### src/inc/pam_pkg.sv
package pam_pkg;

	// ************************************************************
	// Bus widths
	// ************************************************************
	localparam int unsigned APB_AW = 8;
	localparam int unsigned APB_DW = 32;

	// ************************************************************
	// Register byte offsets
	// ************************************************************
	localparam logic [APB_AW-1:0] OFS_GP_DATA   = 8'h00;
	localparam logic [APB_AW-1:0] OFS_GP_DIR    = 8'h04;
	localparam logic [APB_AW-1:0] OFS_GP_ALT    = 8'h08;
	localparam logic [APB_AW-1:0] OFS_GP_BYPASS = 8'h0C;
	localparam logic [APB_AW-1:0] OFS_BUS_DATA  = 8'h10;
	localparam logic [APB_AW-1:0] OFS_BUS_DIR   = 8'h14;
	localparam logic [APB_AW-1:0] OFS_SEG_DATA  = 8'h18;
	localparam logic [APB_AW-1:0] OFS_SEG_DIR   = 8'h1C;
	localparam logic [APB_AW-1:0] OFS_STROBE    = 8'h20;

	// ************************************************************
	// Strobe control register fields
	// ************************************************************
	localparam int unsigned STB_LATCH_BIT = 0;
	localparam int unsigned STB_DIR_BIT   = 1;
	localparam int unsigned STB_BHD_BIT   = 2;
	localparam int unsigned STB_WCFG_BIT  = 3;
	localparam int unsigned STB_BUSEN_BIT = 4;
	localparam int unsigned STB_SEGEN_BIT = 5;
	localparam int unsigned STB_PIN_BIT   = 6;

	// ************************************************************
	// Reset values
	// ************************************************************
	localparam logic RST_DIR    = 1'h0;
	localparam logic RST_LATCH  = 1'h1;
	localparam logic RST_ALT    = 1'h0;
	localparam logic RST_BHD    = 1'h0;
	localparam logic RST_WCFG   = 1'h0;
	localparam logic RST_BUSEN  = 1'h0;
	localparam logic RST_SEGEN  = 1'h0;
	localparam logic RST_STROBE = 1'h1;

endpackage : pam_pkg

### src/rtl/pam_top.sv
// Added by the designer: register access over APB and the placing of the registers.
`timescale 1ns/1ps
// Function
// - Every general purpose port line has one alternate function besides latch and direction.
// - Alternate output reaches pin only with direction bit set.
// - Pin output is latch AND alternate data, except bypassed PWM lines.
// - All direction bits are zero after reset.
// - Alternate input sees the latch when the pin is output.
// - Multiplexed bus port switches direction automatically during accesses.
// - Segment port drives upper address bits when segmentation enabled.
// - Strobe line takes its role from start-up straps after reset.
// - Strobe role enables the line driver automatically.
// - During hold the strobe line is plain latch and direction controlled.
// - Unused alternate lines work as general purpose input/output.
// - Byte-high disable zero enables strobe, one frees the line while write configuration is zero.
// - Write configuration one makes write low and write high strobes.
module pam_top
#(
	parameter int unsigned GP_W  = 16,
	parameter int unsigned BUS_W = 16,
	parameter int unsigned SEG_W = 8
)
(
	input  wire logic                      CORE_CLK_I,
	input  wire logic                      RSTN_I,
	input  wire logic                      PSEL_I,
	input  wire logic                      PENABLE_I,
	input  wire logic                      PWRITE_I,
	input  wire logic [pam_pkg::APB_AW-1:0] PADDR_I,
	input  wire logic [pam_pkg::APB_DW-1:0] PWDATA_I,
	output logic      [pam_pkg::APB_DW-1:0] PRDATA_O,
	output logic                           PREADY_O,
	output logic                           PSLVERR_O,
	input  wire logic                      BYTE_HIGH_DISABLE_STRAP_I,
	input  wire logic                      WRITE_STROBE_CONFIG_STRAP_I,
	input  wire logic                      BUS_ENABLE_STRAP_I,
	input  wire logic [GP_W-1:0]           GP_ALT_OUT_I,
	output logic      [GP_W-1:0]           GP_ALT_IN_O,
	input  wire logic [GP_W-1:0]           GP_PIN_I,
	output logic      [GP_W-1:0]           GP_PIN_O,
	output logic      [GP_W-1:0]           GP_PIN_OE_O,
	input  wire logic                      BUS_DRIVE_I,
	input  wire logic [BUS_W-1:0]          BUS_OUT_I,
	output logic      [BUS_W-1:0]          BUS_IN_O,
	input  wire logic [BUS_W-1:0]          BUS_PIN_I,
	output logic      [BUS_W-1:0]          BUS_PIN_O,
	output logic      [BUS_W-1:0]          BUS_PIN_OE_O,
	input  wire logic [SEG_W-1:0]          SEG_ADDR_I,
	input  wire logic [SEG_W-1:0]          SEG_PIN_I,
	output logic      [SEG_W-1:0]          SEG_PIN_O,
	output logic      [SEG_W-1:0]          SEG_PIN_OE_O,
	input  wire logic                      HOLD_I,
	input  wire logic                      BYTE_HIGH_ENABLE_STROBE_I,
	input  wire logic                      WRITE_HIGH_STROBE_I,
	input  wire logic                      WRITE_STROBE_I,
	input  wire logic                      WRITE_LOW_STROBE_I,
	input  wire logic                      STROBE_PIN_I,
	output logic                           STROBE_PIN_O,
	output logic                           STROBE_PIN_OE_O,
	output logic                           WRITE_PIN_O
);
	import pam_pkg::*;

	// ************************************************************
	// State
	// ************************************************************
	typedef struct packed {
		logic [GP_W-1:0]   gp_latch;
		logic [GP_W-1:0]   gp_dir;
		logic [GP_W-1:0]   gp_alt;
		logic [GP_W-1:0]   gp_bypass;
		logic [GP_W-1:0]   gp_out;
		logic [GP_W-1:0]   gp_oe;
		logic [GP_W-1:0]   gp_alt_in;
		logic [BUS_W-1:0]  bus_latch;
		logic [BUS_W-1:0]  bus_dir;
		logic [BUS_W-1:0]  bus_out;
		logic [BUS_W-1:0]  bus_oe;
		logic [BUS_W-1:0]  bus_in;
		logic [SEG_W-1:0]  seg_latch;
		logic [SEG_W-1:0]  seg_dir;
		logic [SEG_W-1:0]  seg_out;
		logic [SEG_W-1:0]  seg_oe;
		logic              str_latch;
		logic              str_dir;
		logic              bhd;
		logic              wcfg;
		logic              bus_en;
		logic              seg_en;
		logic              str_out;
		logic              str_oe;
		logic              wr_out;
		logic              strap_done;
		logic              pready;
		logic              pslverr;
		logic [APB_DW-1:0] prdata;
	} pam_state_s;

	pam_state_s       s_q;
	pam_state_s       s_d;
	logic [GP_W-1:0]  gp_out_c;
	logic [GP_W-1:0]  gp_oe_c;
	logic [GP_W-1:0]  gp_rd_c;
	logic [BUS_W-1:0] bus_out_c;
	logic [BUS_W-1:0] bus_oe_c;
	logic [BUS_W-1:0] bus_rd_c;
	logic [SEG_W-1:0] seg_out_c;
	logic [SEG_W-1:0] seg_oe_c;
	logic [SEG_W-1:0] seg_rd_c;
	logic             str_out_c;
	logic             str_oe_c;
	logic             str_wr_c;
	logic             str_rd_c;

	// ************************************************************
	// Line cells
	// ************************************************************
	// one alternate function per line
	for (genvar i = 0; i < GP_W; i++)
	begin : g_gp
		pam_line_cell u_cell
		(
			.latch_i      (s_q.gp_latch[i]),
			.dir_i        (s_q.gp_dir[i]),
			.alt_en_i     (s_q.gp_alt[i]),
			.alt_bypass_i (s_q.gp_bypass[i]),
			.alt_out_i    (GP_ALT_OUT_I[i]),
			.auto_en_i    (1'h0),
			.auto_oe_i    (1'h0),
			.auto_val_i   (1'h0),
			.pin_i        (GP_PIN_I[i]),
			.out_o        (gp_out_c[i]),
			.oe_o         (gp_oe_c[i]),
			.rd_o         (gp_rd_c[i])
		);
	end

	for (genvar i = 0; i < BUS_W; i++)
	begin : g_bus
		pam_line_cell u_cell
		(
			.latch_i      (s_q.bus_latch[i]),
			.dir_i        (s_q.bus_dir[i]),
			.alt_en_i     (1'h0),
			.alt_bypass_i (1'h0),
			.alt_out_i    (1'h0),
			.auto_en_i    (s_q.bus_en),
			.auto_oe_i    (BUS_DRIVE_I),
			.auto_val_i   (BUS_OUT_I[i]),
			.pin_i        (BUS_PIN_I[i]),
			.out_o        (bus_out_c[i]),
			.oe_o         (bus_oe_c[i]),
			.rd_o         (bus_rd_c[i])
		);
	end

	for (genvar i = 0; i < SEG_W; i++)
	begin : g_seg
		pam_line_cell u_cell
		(
			.latch_i      (s_q.seg_latch[i]),
			.dir_i        (s_q.seg_dir[i]),
			.alt_en_i     (1'h0),
			.alt_bypass_i (1'h0),
			.alt_out_i    (1'h0),
			.auto_en_i    (s_q.seg_en),
			.auto_oe_i    (1'h1),
			.auto_val_i   (SEG_ADDR_I[i]),
			.pin_i        (SEG_PIN_I[i]),
			.out_o        (seg_out_c[i]),
			.oe_o         (seg_oe_c[i]),
			.rd_o         (seg_rd_c[i])
		);
	end

	pam_strobe_cell u_strobe
	(
		.latch_i                   (s_q.str_latch),
		.dir_i                     (s_q.str_dir),
		.byte_high_disable_i       (s_q.bhd),
		.write_strobe_config_i     (s_q.wcfg),
		.hold_i                    (HOLD_I),
		.byte_high_enable_strobe_i (BYTE_HIGH_ENABLE_STROBE_I),
		.write_high_strobe_i       (WRITE_HIGH_STROBE_I),
		.write_strobe_i            (WRITE_STROBE_I),
		.write_low_strobe_i        (WRITE_LOW_STROBE_I),
		.pin_i                     (STROBE_PIN_I),
		.out_o                     (str_out_c),
		.oe_o                      (str_oe_c),
		.wr_o                      (str_wr_c),
		.rd_o                      (str_rd_c)
	);

	// ************************************************************
	// Next state
	// ************************************************************
	always_comb
	begin
		s_d = s_q;
		// Pins are registered so every output leaves a flip-flop; costs one cycle
		s_d.gp_out    = gp_out_c;
		s_d.gp_oe     = gp_oe_c;
		s_d.gp_alt_in = gp_rd_c;
		s_d.bus_out   = bus_out_c;
		s_d.bus_oe    = bus_oe_c;
		s_d.bus_in    = BUS_PIN_I;
		s_d.seg_out   = seg_out_c;
		s_d.seg_oe    = seg_oe_c;
		s_d.str_out   = str_out_c;
		s_d.str_oe    = str_oe_c;
		s_d.wr_out    = str_wr_c;

		// strobe role from straps after release
		if (!s_q.strap_done)
		begin
			s_d.strap_done = 1'h1;
			s_d.bhd        = BYTE_HIGH_DISABLE_STRAP_I;
			s_d.wcfg       = WRITE_STROBE_CONFIG_STRAP_I;
			s_d.bus_en     = BUS_ENABLE_STRAP_I;
		end

		// Zero-wait slave: answer prepared in setup, shown in access
		s_d.pready  = 1'h0;
		s_d.pslverr = 1'h0;
		if (PSEL_I && !PENABLE_I)
		begin
			s_d.pready = 1'h1;
			s_d.prdata = '0;
			case (PADDR_I)
				// read pin or latch by direction
				OFS_GP_DATA:   s_d.prdata[GP_W-1:0]  = gp_rd_c;
				OFS_GP_DIR:    s_d.prdata[GP_W-1:0]  = s_q.gp_dir;
				OFS_GP_ALT:    s_d.prdata[GP_W-1:0]  = s_q.gp_alt;
				OFS_GP_BYPASS: s_d.prdata[GP_W-1:0]  = s_q.gp_bypass;
				OFS_BUS_DATA:  s_d.prdata[BUS_W-1:0] = bus_rd_c;
				OFS_BUS_DIR:   s_d.prdata[BUS_W-1:0] = s_q.bus_dir;
				OFS_SEG_DATA:  s_d.prdata[SEG_W-1:0] = seg_rd_c;
				OFS_SEG_DIR:   s_d.prdata[SEG_W-1:0] = s_q.seg_dir;
				OFS_STROBE:
				begin
					s_d.prdata[STB_LATCH_BIT] = s_q.str_latch;
					s_d.prdata[STB_DIR_BIT]   = s_q.str_dir;
					s_d.prdata[STB_BHD_BIT]   = s_q.bhd;
					s_d.prdata[STB_WCFG_BIT]  = s_q.wcfg;
					s_d.prdata[STB_BUSEN_BIT] = s_q.bus_en;
					s_d.prdata[STB_SEGEN_BIT] = s_q.seg_en;
					s_d.prdata[STB_PIN_BIT]   = str_rd_c;
				end
				default: s_d.pslverr = 1'h1;
			endcase
		end

		// latch writable whatever the direction of the pin
		if (PSEL_I && PENABLE_I && s_q.pready && PWRITE_I && s_q.strap_done)
		begin
			case (PADDR_I)
				OFS_GP_DATA:   s_d.gp_latch  = PWDATA_I[GP_W-1:0];
				OFS_GP_DIR:    s_d.gp_dir    = PWDATA_I[GP_W-1:0];
				OFS_GP_ALT:    s_d.gp_alt    = PWDATA_I[GP_W-1:0];
				OFS_GP_BYPASS: s_d.gp_bypass = PWDATA_I[GP_W-1:0];
				OFS_BUS_DATA:  s_d.bus_latch = PWDATA_I[BUS_W-1:0];
				OFS_BUS_DIR:   s_d.bus_dir   = PWDATA_I[BUS_W-1:0];
				OFS_SEG_DATA:  s_d.seg_latch = PWDATA_I[SEG_W-1:0];
				OFS_SEG_DIR:   s_d.seg_dir   = PWDATA_I[SEG_W-1:0];
				OFS_STROBE:
				begin
					s_d.str_latch = PWDATA_I[STB_LATCH_BIT];
					s_d.str_dir   = PWDATA_I[STB_DIR_BIT];
					s_d.bhd       = PWDATA_I[STB_BHD_BIT];
					s_d.wcfg      = PWDATA_I[STB_WCFG_BIT];
					s_d.bus_en    = PWDATA_I[STB_BUSEN_BIT];
					s_d.seg_en    = PWDATA_I[STB_SEGEN_BIT];
				end
				default:
				begin
					s_d.pslverr = 1'h0;
				end
			endcase
		end
		if (PSEL_I && PENABLE_I && s_q.pready)
			s_d.pslverr = 1'h0;
	end

	// ************************************************************
	// Registers
	// ************************************************************
	always_ff @(posedge CORE_CLK_I)
	begin
		if (!RSTN_I)
		begin
			s_q            <= '0;
			s_q.gp_latch   <= {GP_W{RST_LATCH}};
			s_q.gp_dir     <= {GP_W{RST_DIR}};
			s_q.gp_alt     <= {GP_W{RST_ALT}};
			s_q.bus_latch  <= {BUS_W{RST_LATCH}};
			s_q.bus_dir    <= {BUS_W{RST_DIR}};
			s_q.seg_latch  <= {SEG_W{RST_LATCH}};
			s_q.seg_dir    <= {SEG_W{RST_DIR}};
			s_q.str_latch  <= RST_LATCH;
			s_q.str_dir    <= RST_DIR;
			s_q.bhd        <= RST_BHD;
			s_q.wcfg       <= RST_WCFG;
			s_q.bus_en     <= RST_BUSEN;
			s_q.seg_en     <= RST_SEGEN;
			s_q.str_out    <= RST_STROBE;
			s_q.wr_out     <= RST_STROBE;
		end
		else
		begin
			s_q <= s_d;
		end
	end

	assign PRDATA_O        = s_q.prdata;
	assign PREADY_O        = s_q.pready;
	assign PSLVERR_O       = s_q.pslverr;
	assign GP_ALT_IN_O     = s_q.gp_alt_in;
	assign GP_PIN_O        = s_q.gp_out;
	assign GP_PIN_OE_O     = s_q.gp_oe;
	assign BUS_IN_O        = s_q.bus_in;
	assign BUS_PIN_O       = s_q.bus_out;
	assign BUS_PIN_OE_O    = s_q.bus_oe;
	assign SEG_PIN_O       = s_q.seg_out;
	assign SEG_PIN_OE_O    = s_q.seg_oe;
	assign STROBE_PIN_O    = s_q.str_out;
	assign STROBE_PIN_OE_O = s_q.str_oe;
	assign WRITE_PIN_O     = s_q.wr_out;

endmodule : pam_top

### src/rtl/pam_line_cell.sv
`timescale 1ns/1ps
module pam_line_cell
(
	input  wire logic latch_i,
	input  wire logic dir_i,
	input  wire logic alt_en_i,
	input  wire logic alt_bypass_i,
	input  wire logic alt_out_i,
	input  wire logic auto_en_i,
	input  wire logic auto_oe_i,
	input  wire logic auto_val_i,
	input  wire logic pin_i,
	output logic      out_o,
	output logic      oe_o,
	output logic      rd_o
);

	always_comb
	begin
		if (auto_en_i)
		begin
			oe_o  = auto_oe_i;
			out_o = auto_val_i;
		end
		else
		begin
			oe_o = dir_i;
			if (alt_en_i && alt_bypass_i)
				out_o = alt_out_i;
			else if (alt_en_i)
				out_o = latch_i & alt_out_i;
			else
				out_o = latch_i;
		end
		// output pin reflects latch to alternate input
		rd_o = dir_i ? latch_i : pin_i;
	end

endmodule : pam_line_cell

### src/rtl/pam_strobe_cell.sv
`timescale 1ns/1ps
module pam_strobe_cell
(
	input  wire logic latch_i,
	input  wire logic dir_i,
	input  wire logic byte_high_disable_i,
	input  wire logic write_strobe_config_i,
	input  wire logic hold_i,
	input  wire logic byte_high_enable_strobe_i,
	input  wire logic write_high_strobe_i,
	input  wire logic write_strobe_i,
	input  wire logic write_low_strobe_i,
	input  wire logic pin_i,
	output logic      out_o,
	output logic      oe_o,
	output logic      wr_o,
	output logic      rd_o
);

	logic role_en;

	always_comb
	begin
		role_en = ~byte_high_disable_i | write_strobe_config_i;
		if (role_en && !hold_i)
		begin
			oe_o = 1'h1;
			out_o = write_strobe_config_i ? write_high_strobe_i : byte_high_enable_strobe_i;
		end
		else
		begin
			oe_o  = dir_i;
			out_o = latch_i;
		end
		wr_o = write_strobe_config_i ? write_low_strobe_i : write_strobe_i;
		rd_o = dir_i ? latch_i : pin_i;
	end

endmodule : pam_strobe_cell

### config.mk
export PLATFORM = sky130hd
export DESIGN_NAME = pam_top
export DESIGN_NICKNAME = d
export VERILOG_FILES = /design/src/inc/pam_pkg.sv /design/src/rtl/pam_top.sv /design/src/rtl/pam_line_cell.sv /design/src/rtl/pam_strobe_cell.sv
export SDC_FILE = /design/constraint.sdc
export NUM_CORES = 1
export LEC_CHECK = 0
export CAP_MARGIN = 20
export CORE_MARGIN = 5
export CORE_UTILIZATION = 56
export DETAILED_ROUTE_END_ITERATION = 10
export DONT_BUFFER_PORTS = 1
export PLACE_DENSITY = 0.75
export SLEW_MARGIN = 15
export SYNTH_ARGS = -nofsm -noshare
export SYNTH_HDL_FRONTEND = slang
export SYNTH_SLANG_ARGS = --single-unit
### constraint.sdc
create_clock -name CORE_CLK_I -period 3.2 [get_ports CORE_CLK_I]
set_clock_uncertainty 0.1 [all_clocks]
set_input_delay 0.32 -clock CORE_CLK_I [delete_from_list [all_inputs] [get_ports CORE_CLK_I]]
set_output_delay 0.32 -clock CORE_CLK_I [all_outputs]
set_load 0.02 [all_outputs]
Word-level counts from Yosys, hierarchy flattened --
Cells that the tools add are included.
Storage, ports and cells: register bits 252, input port bits 135, output and inout port bits 149, logic and storage cells 229
Cells by class: equal/unequal tests 8, mux-type cells 137, bitwise operators 19, reductions and logical operators 36
Operators with widths (count):
- two-way mux 1 bit | 129
- case mux 7 bit (9 select lines) | 1
- case mux 8 bit (6 select lines) | 1
- two-way mux 35 bit | 1
- two-way mux 34 bit | 1
- equality test 8 x 5 -> 1 bit, second input constant | 4
- logical AND 1 bit | 22
- AND reduction 2 bit | 9
- bitwise AND 1 bit | 16
- equality test 8 x 4 -> 1 bit, second input constant | 2
- OR reduction 9 bit | 1
- equality test 8 x 3 -> 1 bit, second input constant | 1
- equality test 8 x 6 -> 1 bit, second input constant | 1
- logical NOT 8 bit | 1
- two-way mux 4 bit | 2
- case mux 1 bit (8 select lines) | 1
- two-way mux 3 bit | 1
- logical NOT 1 bit | 2
- NOT 1 bit | 2
- OR reduction 2 bit | 1
- OR 1 bit | 1

Logic depth before layout (Yosys ltp) --
Gate-level depths: netlist of run 1.
depth in word-level cells 8, depth in mapped cells 10, mapped depth without buffers 5

By module --
From an unflattened synthesis of run 1, not the netlist that was laid out.
Unflattened totals: cell total of the unflattened synthesis 1291, area, all modules 12507.0 um2
By module, submodules not included:
- pam_top | times used 1, cells an instance 1042, area each 10332.4 um2, sequential area each 5044.8 um2
- pam_line_cell | times used 40, cells an instance 6, area each 52.6 um2, sequential area each 0.0 um2
- pam_strobe_cell | times used 1, cells an instance 9, area each 72.6 um2, sequential area each 0.0 um2

Least setup slack after synthesis of run 1 --
Ideal clock, no wire load.
path kind in2reg, from input port PADDR_I[2] (netlist bit), to register s_q[152] (netlist bit), library setup time 137 ps, arrival time 1649 ps, data required time 2963 ps, setup slack 1314 ps, cell stages on the path 8, path buffers 3, cell sequence buf_6 or4_1 buf_2 nor2_4 nand2_2 buf_2 nand2_1 nand3_1
On the way: word-level cells in the longest chain between the ends 2
RTL lines:
- start: declaration | line pam_top.sv:29 | input wire logic [pam_pkg::APB_AW-1:0] PADDR_I,
- equality test 8 x 5 -> 1 bit | line pam_top.sv:256 | case (PADDR_I)
- AND reduction 2 bit (no source line)
- end: declaration | line pam_top.sv:99 | pam_state_s s_q;
Every way passes these cells. A chain may end at the register's enable or synchronous reset.

Worst setup path after layout of run 1 --
from register s_q[34] (netlist bit), to register s_q[206] (netlist bit)
On the way: word-level cells in the longest chain between the ends 2
RTL lines:
- logical AND 1 bit | line pam_top.sv:254 | if (PSEL_I && PENABLE_I && s_q.pready && PWRITE_I && s_q.strap_done)
- AND reduction 2 bit (no source line)
Every way passes these cells.

==> results of run 1 <==
==> cell usage after synthesis (all sizes together) (7+ instances only) <==
cell,number
and2,45
clkbuf,47
dfxtp,252
nor2,74
a22oi,9
a21oi,131
nand2b,21
buf,178
nor2b,22
a221oi,10
a22o,8
a31oi,7
nor3,23
mux2i,59
nand2,228
nand3,43
o2111ai,8
o21ai,34
mux2,14
==> critical path, stage by stage (launching register included) <==
cell and delay, ns:
dfxtp_1 0.48, nand3_1 0.26, nor2_1 0.51, nand2_1 0.63, nand2_1 0.22, a21oi_1 0.09
==> kinds of logic after synthesis <==
family,Yosys count
muxes,73
buffers and inverters,229
DFF,252
AOI/OAI and AO/OA,233
and+or+nand+nor,479
other,1
==> flip-flops by register name (all words and copies together) (netlist names) <==
| name | cells |
|---|---|
| BUS_IN_O | 16 |
| BUS_PIN_O | 16 |
| BUS_PIN_OE_O | 16 |
| GP_ALT_IN_O | 16 |
| GP_PIN_O | 16 |
| GP_PIN_OE_O | 16 |
| PRDATA_O | 16 |
| PREADY_O | 1 |
| PSLVERR_O | 1 |
| SEG_PIN_O | 8 |
| SEG_PIN_OE_O | 8 |
| STROBE_PIN_O | 1 |
| STROBE_PIN_OE_O | 1 |
| WRITE_PIN_O | 1 |
| s_q | 119 |
==> path summary, 6_finish.rpt <==
| check | to | depth (start not counted) |
|---|---|---|
| worst min-delay path | GP_ALT_IN_O[0] | 2 |
| worst max register to register | s_q[206] | 5 |
| worst max-delay path | s_q[206] | 5 |
| worst min register to register | s_q[209] | 2 |
==> through the flow <==
stage	total power, mW	std cells	instance area, um2	setup WS (ns)	utilization
4_1_cts	6.750	1482	11910	0.7812	0.6140
2_1_floorplan	3.687	1282	11030	1.314	-
6_report	6.734	1484	11920	0.7378	0.6142
3_3_place_gp	3.608	1340	10060	0.8197	0.5186
5_1_grt	6.941	1483	11910	0.5834	0.6141
3_5_place_dp	3.611	1340	10060	0.7814	0.5186
==> layout make-up <==
cell class	count	area (um2)
Clock buffer	36	759.5
Tap cell	265	331.6
Fill cell	1596	7483
Inverter	4	17.52
Multi-Input combinational cell	801	4519
Sequential cell	252	5045
Antenna cell	2	5.005
Clock inverter	9	101.3
Timing Repair Buffer	115	1136
==> where the power goes <==
part           switching (mW)  internal, mW
logic                   0.211         0.165
registers               0.119          3.21
clock network            1.22          1.81
total                    1.55          5.18
==> metal layers <==
layer	up-vias	wire, um	part of all wire	GRT usage
li1	3980	-	-	-
met1	3998	13190	0.41	0.3731
met2	483	14300	0.44	0.4264
met3	67	3905	0.12	0.08116
met4	2	881	0.027	0.07914
met5	-	7	0.00022	0
==> timing repair <==
| action | in CTS | in global routing |
|---|---|---|
| hold endpoints to repair | 220 | 0 |
| hold buffers | 97 | 0 |
| buffers inserted | 0 | 0 |
==> flow_metrics.env, run 1 <==
export IMPL_rows=51
export IMPL_antenna_found_initial=2
export IMPL_grt_pass1_vias=8071
export IMPL_maxCapViolCount=0
export IMPL_fin_crit_sh=0.7694
export IMPL_ys_ff_latch=252
export IMPL_yosysWarningCount=0
export IMPL_synthXorXnorAreaFrac=0
export IMPL_required_ns=3.47
export IMPL_clock_root_buffer="clkbuf_16"
export IMPL_synth_compound_area_share=0.1272
export IMPL_cts_tree="yes"
export IMPL_cts_buffers=27
export IMPL_grt_pass1_wl_um=48000
export IMPL_tightest_slew_ns=1.022
export IMPL_clk_path_buf_depth=3
export IMPL_p_leak_nw=4.514
export IMPL_numPortBuffers=0
export IMPL_period_minus_slack_ns=2.462
export IMPL_drc=0
export IMPL_synthCells=1267
export IMPL_cts_max_level=1
export IMPL_place_gp_congestion=0.9122
export IMPL_r2r_slack_ns=0.74
export IMPL_min_path_type="input pin to flop"
export IMPL_coreArea_um2=19400
export IMPL_synth_edf_count=0
export IMPL_layout_commonest_cell="dfxtp_1"
export IMPL_min_delay_start="GP_PIN_I[0]"
export IMPL_drtIter0Drc=924
export IMPL_clk_pin_slew_ns=0.06
export IMPL_die_y_um=150.0
export IMPL_synth_ff_type="dfxtp_1"
export IMPL_final_hold_viol_count=0
export IMPL_yosysSeqAreaShare=0.4599
export IMPL_ys_types=56
export IMPL_drive_gt1_frac=0.07642
export IMPL_finalWirelength_um=32290
export IMPL_path_class="flop to flop"
export IMPL_relSlewSlack=0.3134
export IMPL_vias=8530
export IMPL_rsz0062_at_grt="false"
export IMPL_synth_top_family_by_area="simple AND/OR/NAND/NOR gates"
export IMPL_avgSynthCellArea_um2=8.659
export IMPL_mostFrequentLayoutCells="252 x dfxtp_1, 227 x nand2_1, 131 x a21oi_1, 96 x dlygate4sd3_1, 73 x nor2_1"
export IMPL_final_nets=1336
export IMPL_grt_max_degree=90
export IMPL_crit_start="s_q[34]"
export IMPL_synth_simple_gate_area_share=0.2101
export IMPL_synthTopCellsByArea="dfxtp_1 46%, buf_4 10%, nand2_1 7.8%"
export IMPL_synth_fa_ha_area_frac=0
export IMPL_clk_latency_ns=0.53
export IMPL_fin_hold_ws_ns=0.001824
export IMPL_pwr_density_cell_nw_per_um2=565.2
export IMPL_synth_top_area_share=0.4599
export IMPL_slew_viol_final=0
export IMPL_crit_fanout=16
export IMPL_wl_per_cell_um=21.76
export IMPL_overflow=0
export IMPL_io_pins=284
export IMPL_syn_to_final_growth_pct=8.611
export IMPL_cts_resized_gates=0
export IMPL_critPathCaptureType="flop"
export IMPL_grt_total_usage=0.2748
export IMPL_cp_arrival_ns=2.73
export IMPL_outcome="finished, final reports clean"
export IMPL_r2r_start="s_q[34]"
export IMPL_max_freq_ghz=0.4061
export IMPL_muxShareOfSynthArea=0.06820
export IMPL_yosys_area_top_type="dfxtp_1"
export IMPL_ant_nets=0
export IMPL_setup_viol=0
export IMPL_ir_worst_vdd_uv=375.7
export IMPL_async_flop_share=0
export IMPL_clkSinkCount=252
export IMPL_initial_core_util=0.5655
export IMPL_die_x_um=150.0
export IMPL_die_area_um2=22490
export IMPL_hpwl_um=21090
export IMPL_finalSetupTns_ns=0
export IMPL_firstDrtPassIters=6
export IMPL_syn_area_um2=10970
export IMPL_critPathLaunchType="flop"
export IMPL_avgViaCountPerCell=5.748
No activity file was read; power rests on OpenSTA's default activity.
==> inputs of run 2 (changes only) <==
==> constraint.sdc (replaced) <==
create_clock -name CORE_CLK_I -period 2.5 [get_ports CORE_CLK_I]
set_clock_uncertainty 0.1 [all_clocks]
set_input_delay 0.25 -clock CORE_CLK_I [delete_from_list [all_inputs] [get_ports CORE_CLK_I]]
set_output_delay 0.25 -clock CORE_CLK_I [all_outputs]
set_load 0.02 [all_outputs]
==> run 2 against run 1 <==
  * Sequential share of layout area shrank 0.71 points
  * Register-to-register slack lost 0.38 ns
  * First-iteration DRC count shrank 4.8%
  * Sequential cell count is the same
  * Clock power grew 24%
  * Power grew 26%
  * Final cell count grew 1.8%
  * Critical path depth grew 2
  * Setup slack lost 0.38 ns
  * Count of clock-buffer cells in the layout grew 3
  * Core utilization grew 1.0 points
  * Non-clock buffer count grew 25
  * Largest cell class unchanged
==> flow_metrics.env, run 2 (synthesis gave the netlist of run 1 again) <==
export IMPL_placedCellCount=1356
export IMPL_vias=8592
export IMPL_crit_fanout=14
export IMPL_wl_per_cell_um=21.79
export IMPL_grt_total_usage=0.2828
export IMPL_rr_endpoint="s_q[204]"
export IMPL_grt_pass1_wl_um=49380
export IMPL_drive_gt1_frac=0.08535
export IMPL_syn_to_final_growth_pct=10.46
export IMPL_reg2regPathDepth=7
export IMPL_rows=51
export IMPL_slew_viol_final=0
export IMPL_min_to="PRDATA_O[10]"
export IMPL_clock_root_buffer="clkbuf_16"
export IMPL_largest_reg_flops=119
export IMPL_setup_slack_ns=0.3573
export IMPL_ant_nets=0
export IMPL_io_pins=284
export IMPL_fin_hold_ws_ns=0.02165
export IMPL_top_register="s_q"
export IMPL_finalWirelength_um=32900
export IMPL_critPathLaunchType="flop"
export IMPL_r2r_start="PREADY_O"
export IMPL_cts_tree="yes"
export IMPL_die_area_um2=22490
export IMPL_clockPowerShare=0.440
export IMPL_layout_commonest_cell="dfxtp_1"
export IMPL_cts_resized_gates=0
export IMPL_r2r_slack_ns=0.36
export IMPL_final_hold_viol_count=0
export IMPL_hpwl_um=21790
export IMPL_pre_cts_ws_ns=0.4098
export IMPL_period_minus_slack_ns=2.143
export IMPL_cp_arrival_ns=2.49
export IMPL_fin_cells=1510
export IMPL_fin_crit_sh=0.8571
export IMPL_max_freq_ghz=0.4667
export IMPL_power_mw=8.514
export IMPL_final_nets=1360
export IMPL_p_leak_nw=4.618
export IMPL_fin_util=0.6247
export IMPL_die_y_um=150.0
export IMPL_switching_share=0.2311
export IMPL_drc=0
export IMPL_clkSinkCount=252
export IMPL_path_class="flop to flop"
export IMPL_tightest_slew_ns=0.6647
export IMPL_critPathCaptureType="flop"
export IMPL_finalSetupTns_ns=0
export IMPL_min_path_type="input pin to flop"
export IMPL_grt_pass1_vias=8378
export IMPL_setup_viol=0
export IMPL_place_gp_congestion=0.9109
export IMPL_p_sw_mw=1.967
export IMPL_final_area_um2=12120
export IMPL_clk_pin_slew_ns=0.06
export IMPL_antenna_found_initial=5
export IMPL_placed_cell_area_um2=10210
export IMPL_cts_buffers=26
export IMPL_outcome="finished, final reports clean"
export IMPL_required_ns=2.85
export IMPL_firstDrtPassIters=5
export IMPL_clk_path_buf_depth=3
export IMPL_initial_core_util=0.5655
export IMPL_overflow=0
export IMPL_drtIter0Drc=880
export IMPL_cts_max_level=1
export IMPL_pwr_density_cell_nw_per_um2=702.6
export IMPL_die_x_um=150.0
export IMPL_p_int_mw=6.547
export IMPL_min_delay_start="PADDR_I[7]"
export IMPL_clk_latency_ns=0.52
export IMPL_maxCapViolCount=0
export IMPL_avgViaCountPerCell=5.690
export IMPL_relSlewSlack=0.5569
export IMPL_rsz0062_at_grt="false"
export IMPL_mostFrequentLayoutCells="252 x dfxtp_1, 227 x nand2_1, 131 x a21oi_1, 105 x dlygate4sd3_1, 73 x nor2_1"
export IMPL_grt_max_degree=91
export IMPL_holdPathStages=4
export IMPL_seq_power_share=0.501
export IMPL_ir_worst_vdd_uv=664.1
export IMPL_p_comb_frac=0.059
export IMPL_coreArea_um2=19400
export IMPL_numPortBuffers=0
## run 2: cell count changes in the layout (fill, tap and decap cells not counted)
cell	before	now
buf_12	1	3
buf_4	17	31
bufinv_16	2	1
clkbuf_1	4	7
clkinv_4	1	0
clkinvlp_4	1	0
diode_2	2	3
dlygate4sd3_1	96	105
## run 2: what timing repair did
action                    in CTS  in global routing
hold endpoints to repair     223                  0
setup buffers                  0                  0
hold buffers                 106                  0
## run 2: worst max-delay path by stage
stage / startpoint / endpoint / slack (ns)
finish: PREADY_O / s_q[204] / 0.36
CTS: PREADY_O / s_q[225] / 0.40
global route: PREADY_O / s_q[223] / 0.21
global placement: PREADY_O / s_q[223] / 0.45
detailed placement: PREADY_O / s_q[225] / 0.41
floorplan: PREADY_O / s_q[68] / 0.68
## run 2: final cells by class
cell class	instances	area, um2
Tap cell	265	331.6
Antenna cell	3	7.507
Fill cell	1621	7281
Multi-Input combinational cell	801	4519
Clock inverter	6	55.05
Timing Repair Buffer	140	1371
Clock buffer	39	770.7
Sequential cell	252	5045
Inverter	4	17.52
## run 2: per-layer routing
| layer | global-route usage | vias to the layer above | part of all wire |
|---|---|---|---|
| met1 | 0.3817 | 4026 | 0.41 |
| li1 | - | 4037 | - |
| met2 | 0.4451 | 456 | 0.45 |
| met4 | 0.08554 | 6 | 0.029 |
| met5 | 0 | - | 0.0012 |
| met3 | 0.07571 | 67 | 0.11 |
## run 2: critical path, stage by stage, from the launching register on
cell,delay (ns)
dfxtp_1,0.46
nand2_1,0.25
nor2_1,0.24
buf_4,0.27
and2_1,0.35
buf_12,0.19
nand2_1,0.06
a21oi_1,0.15
## run 2: power by group through the flow
stage	sequential, mW	combinational (mW)	clock (mW)
after floorplan	4.22	0.499	0
after global placement	4.35	0.275	0
after detailed placement	4.35	0.278	0
after CTS	4.26	0.489	3.79
after global routing	4.27	0.533	3.98
final	4.26	0.503	3.75
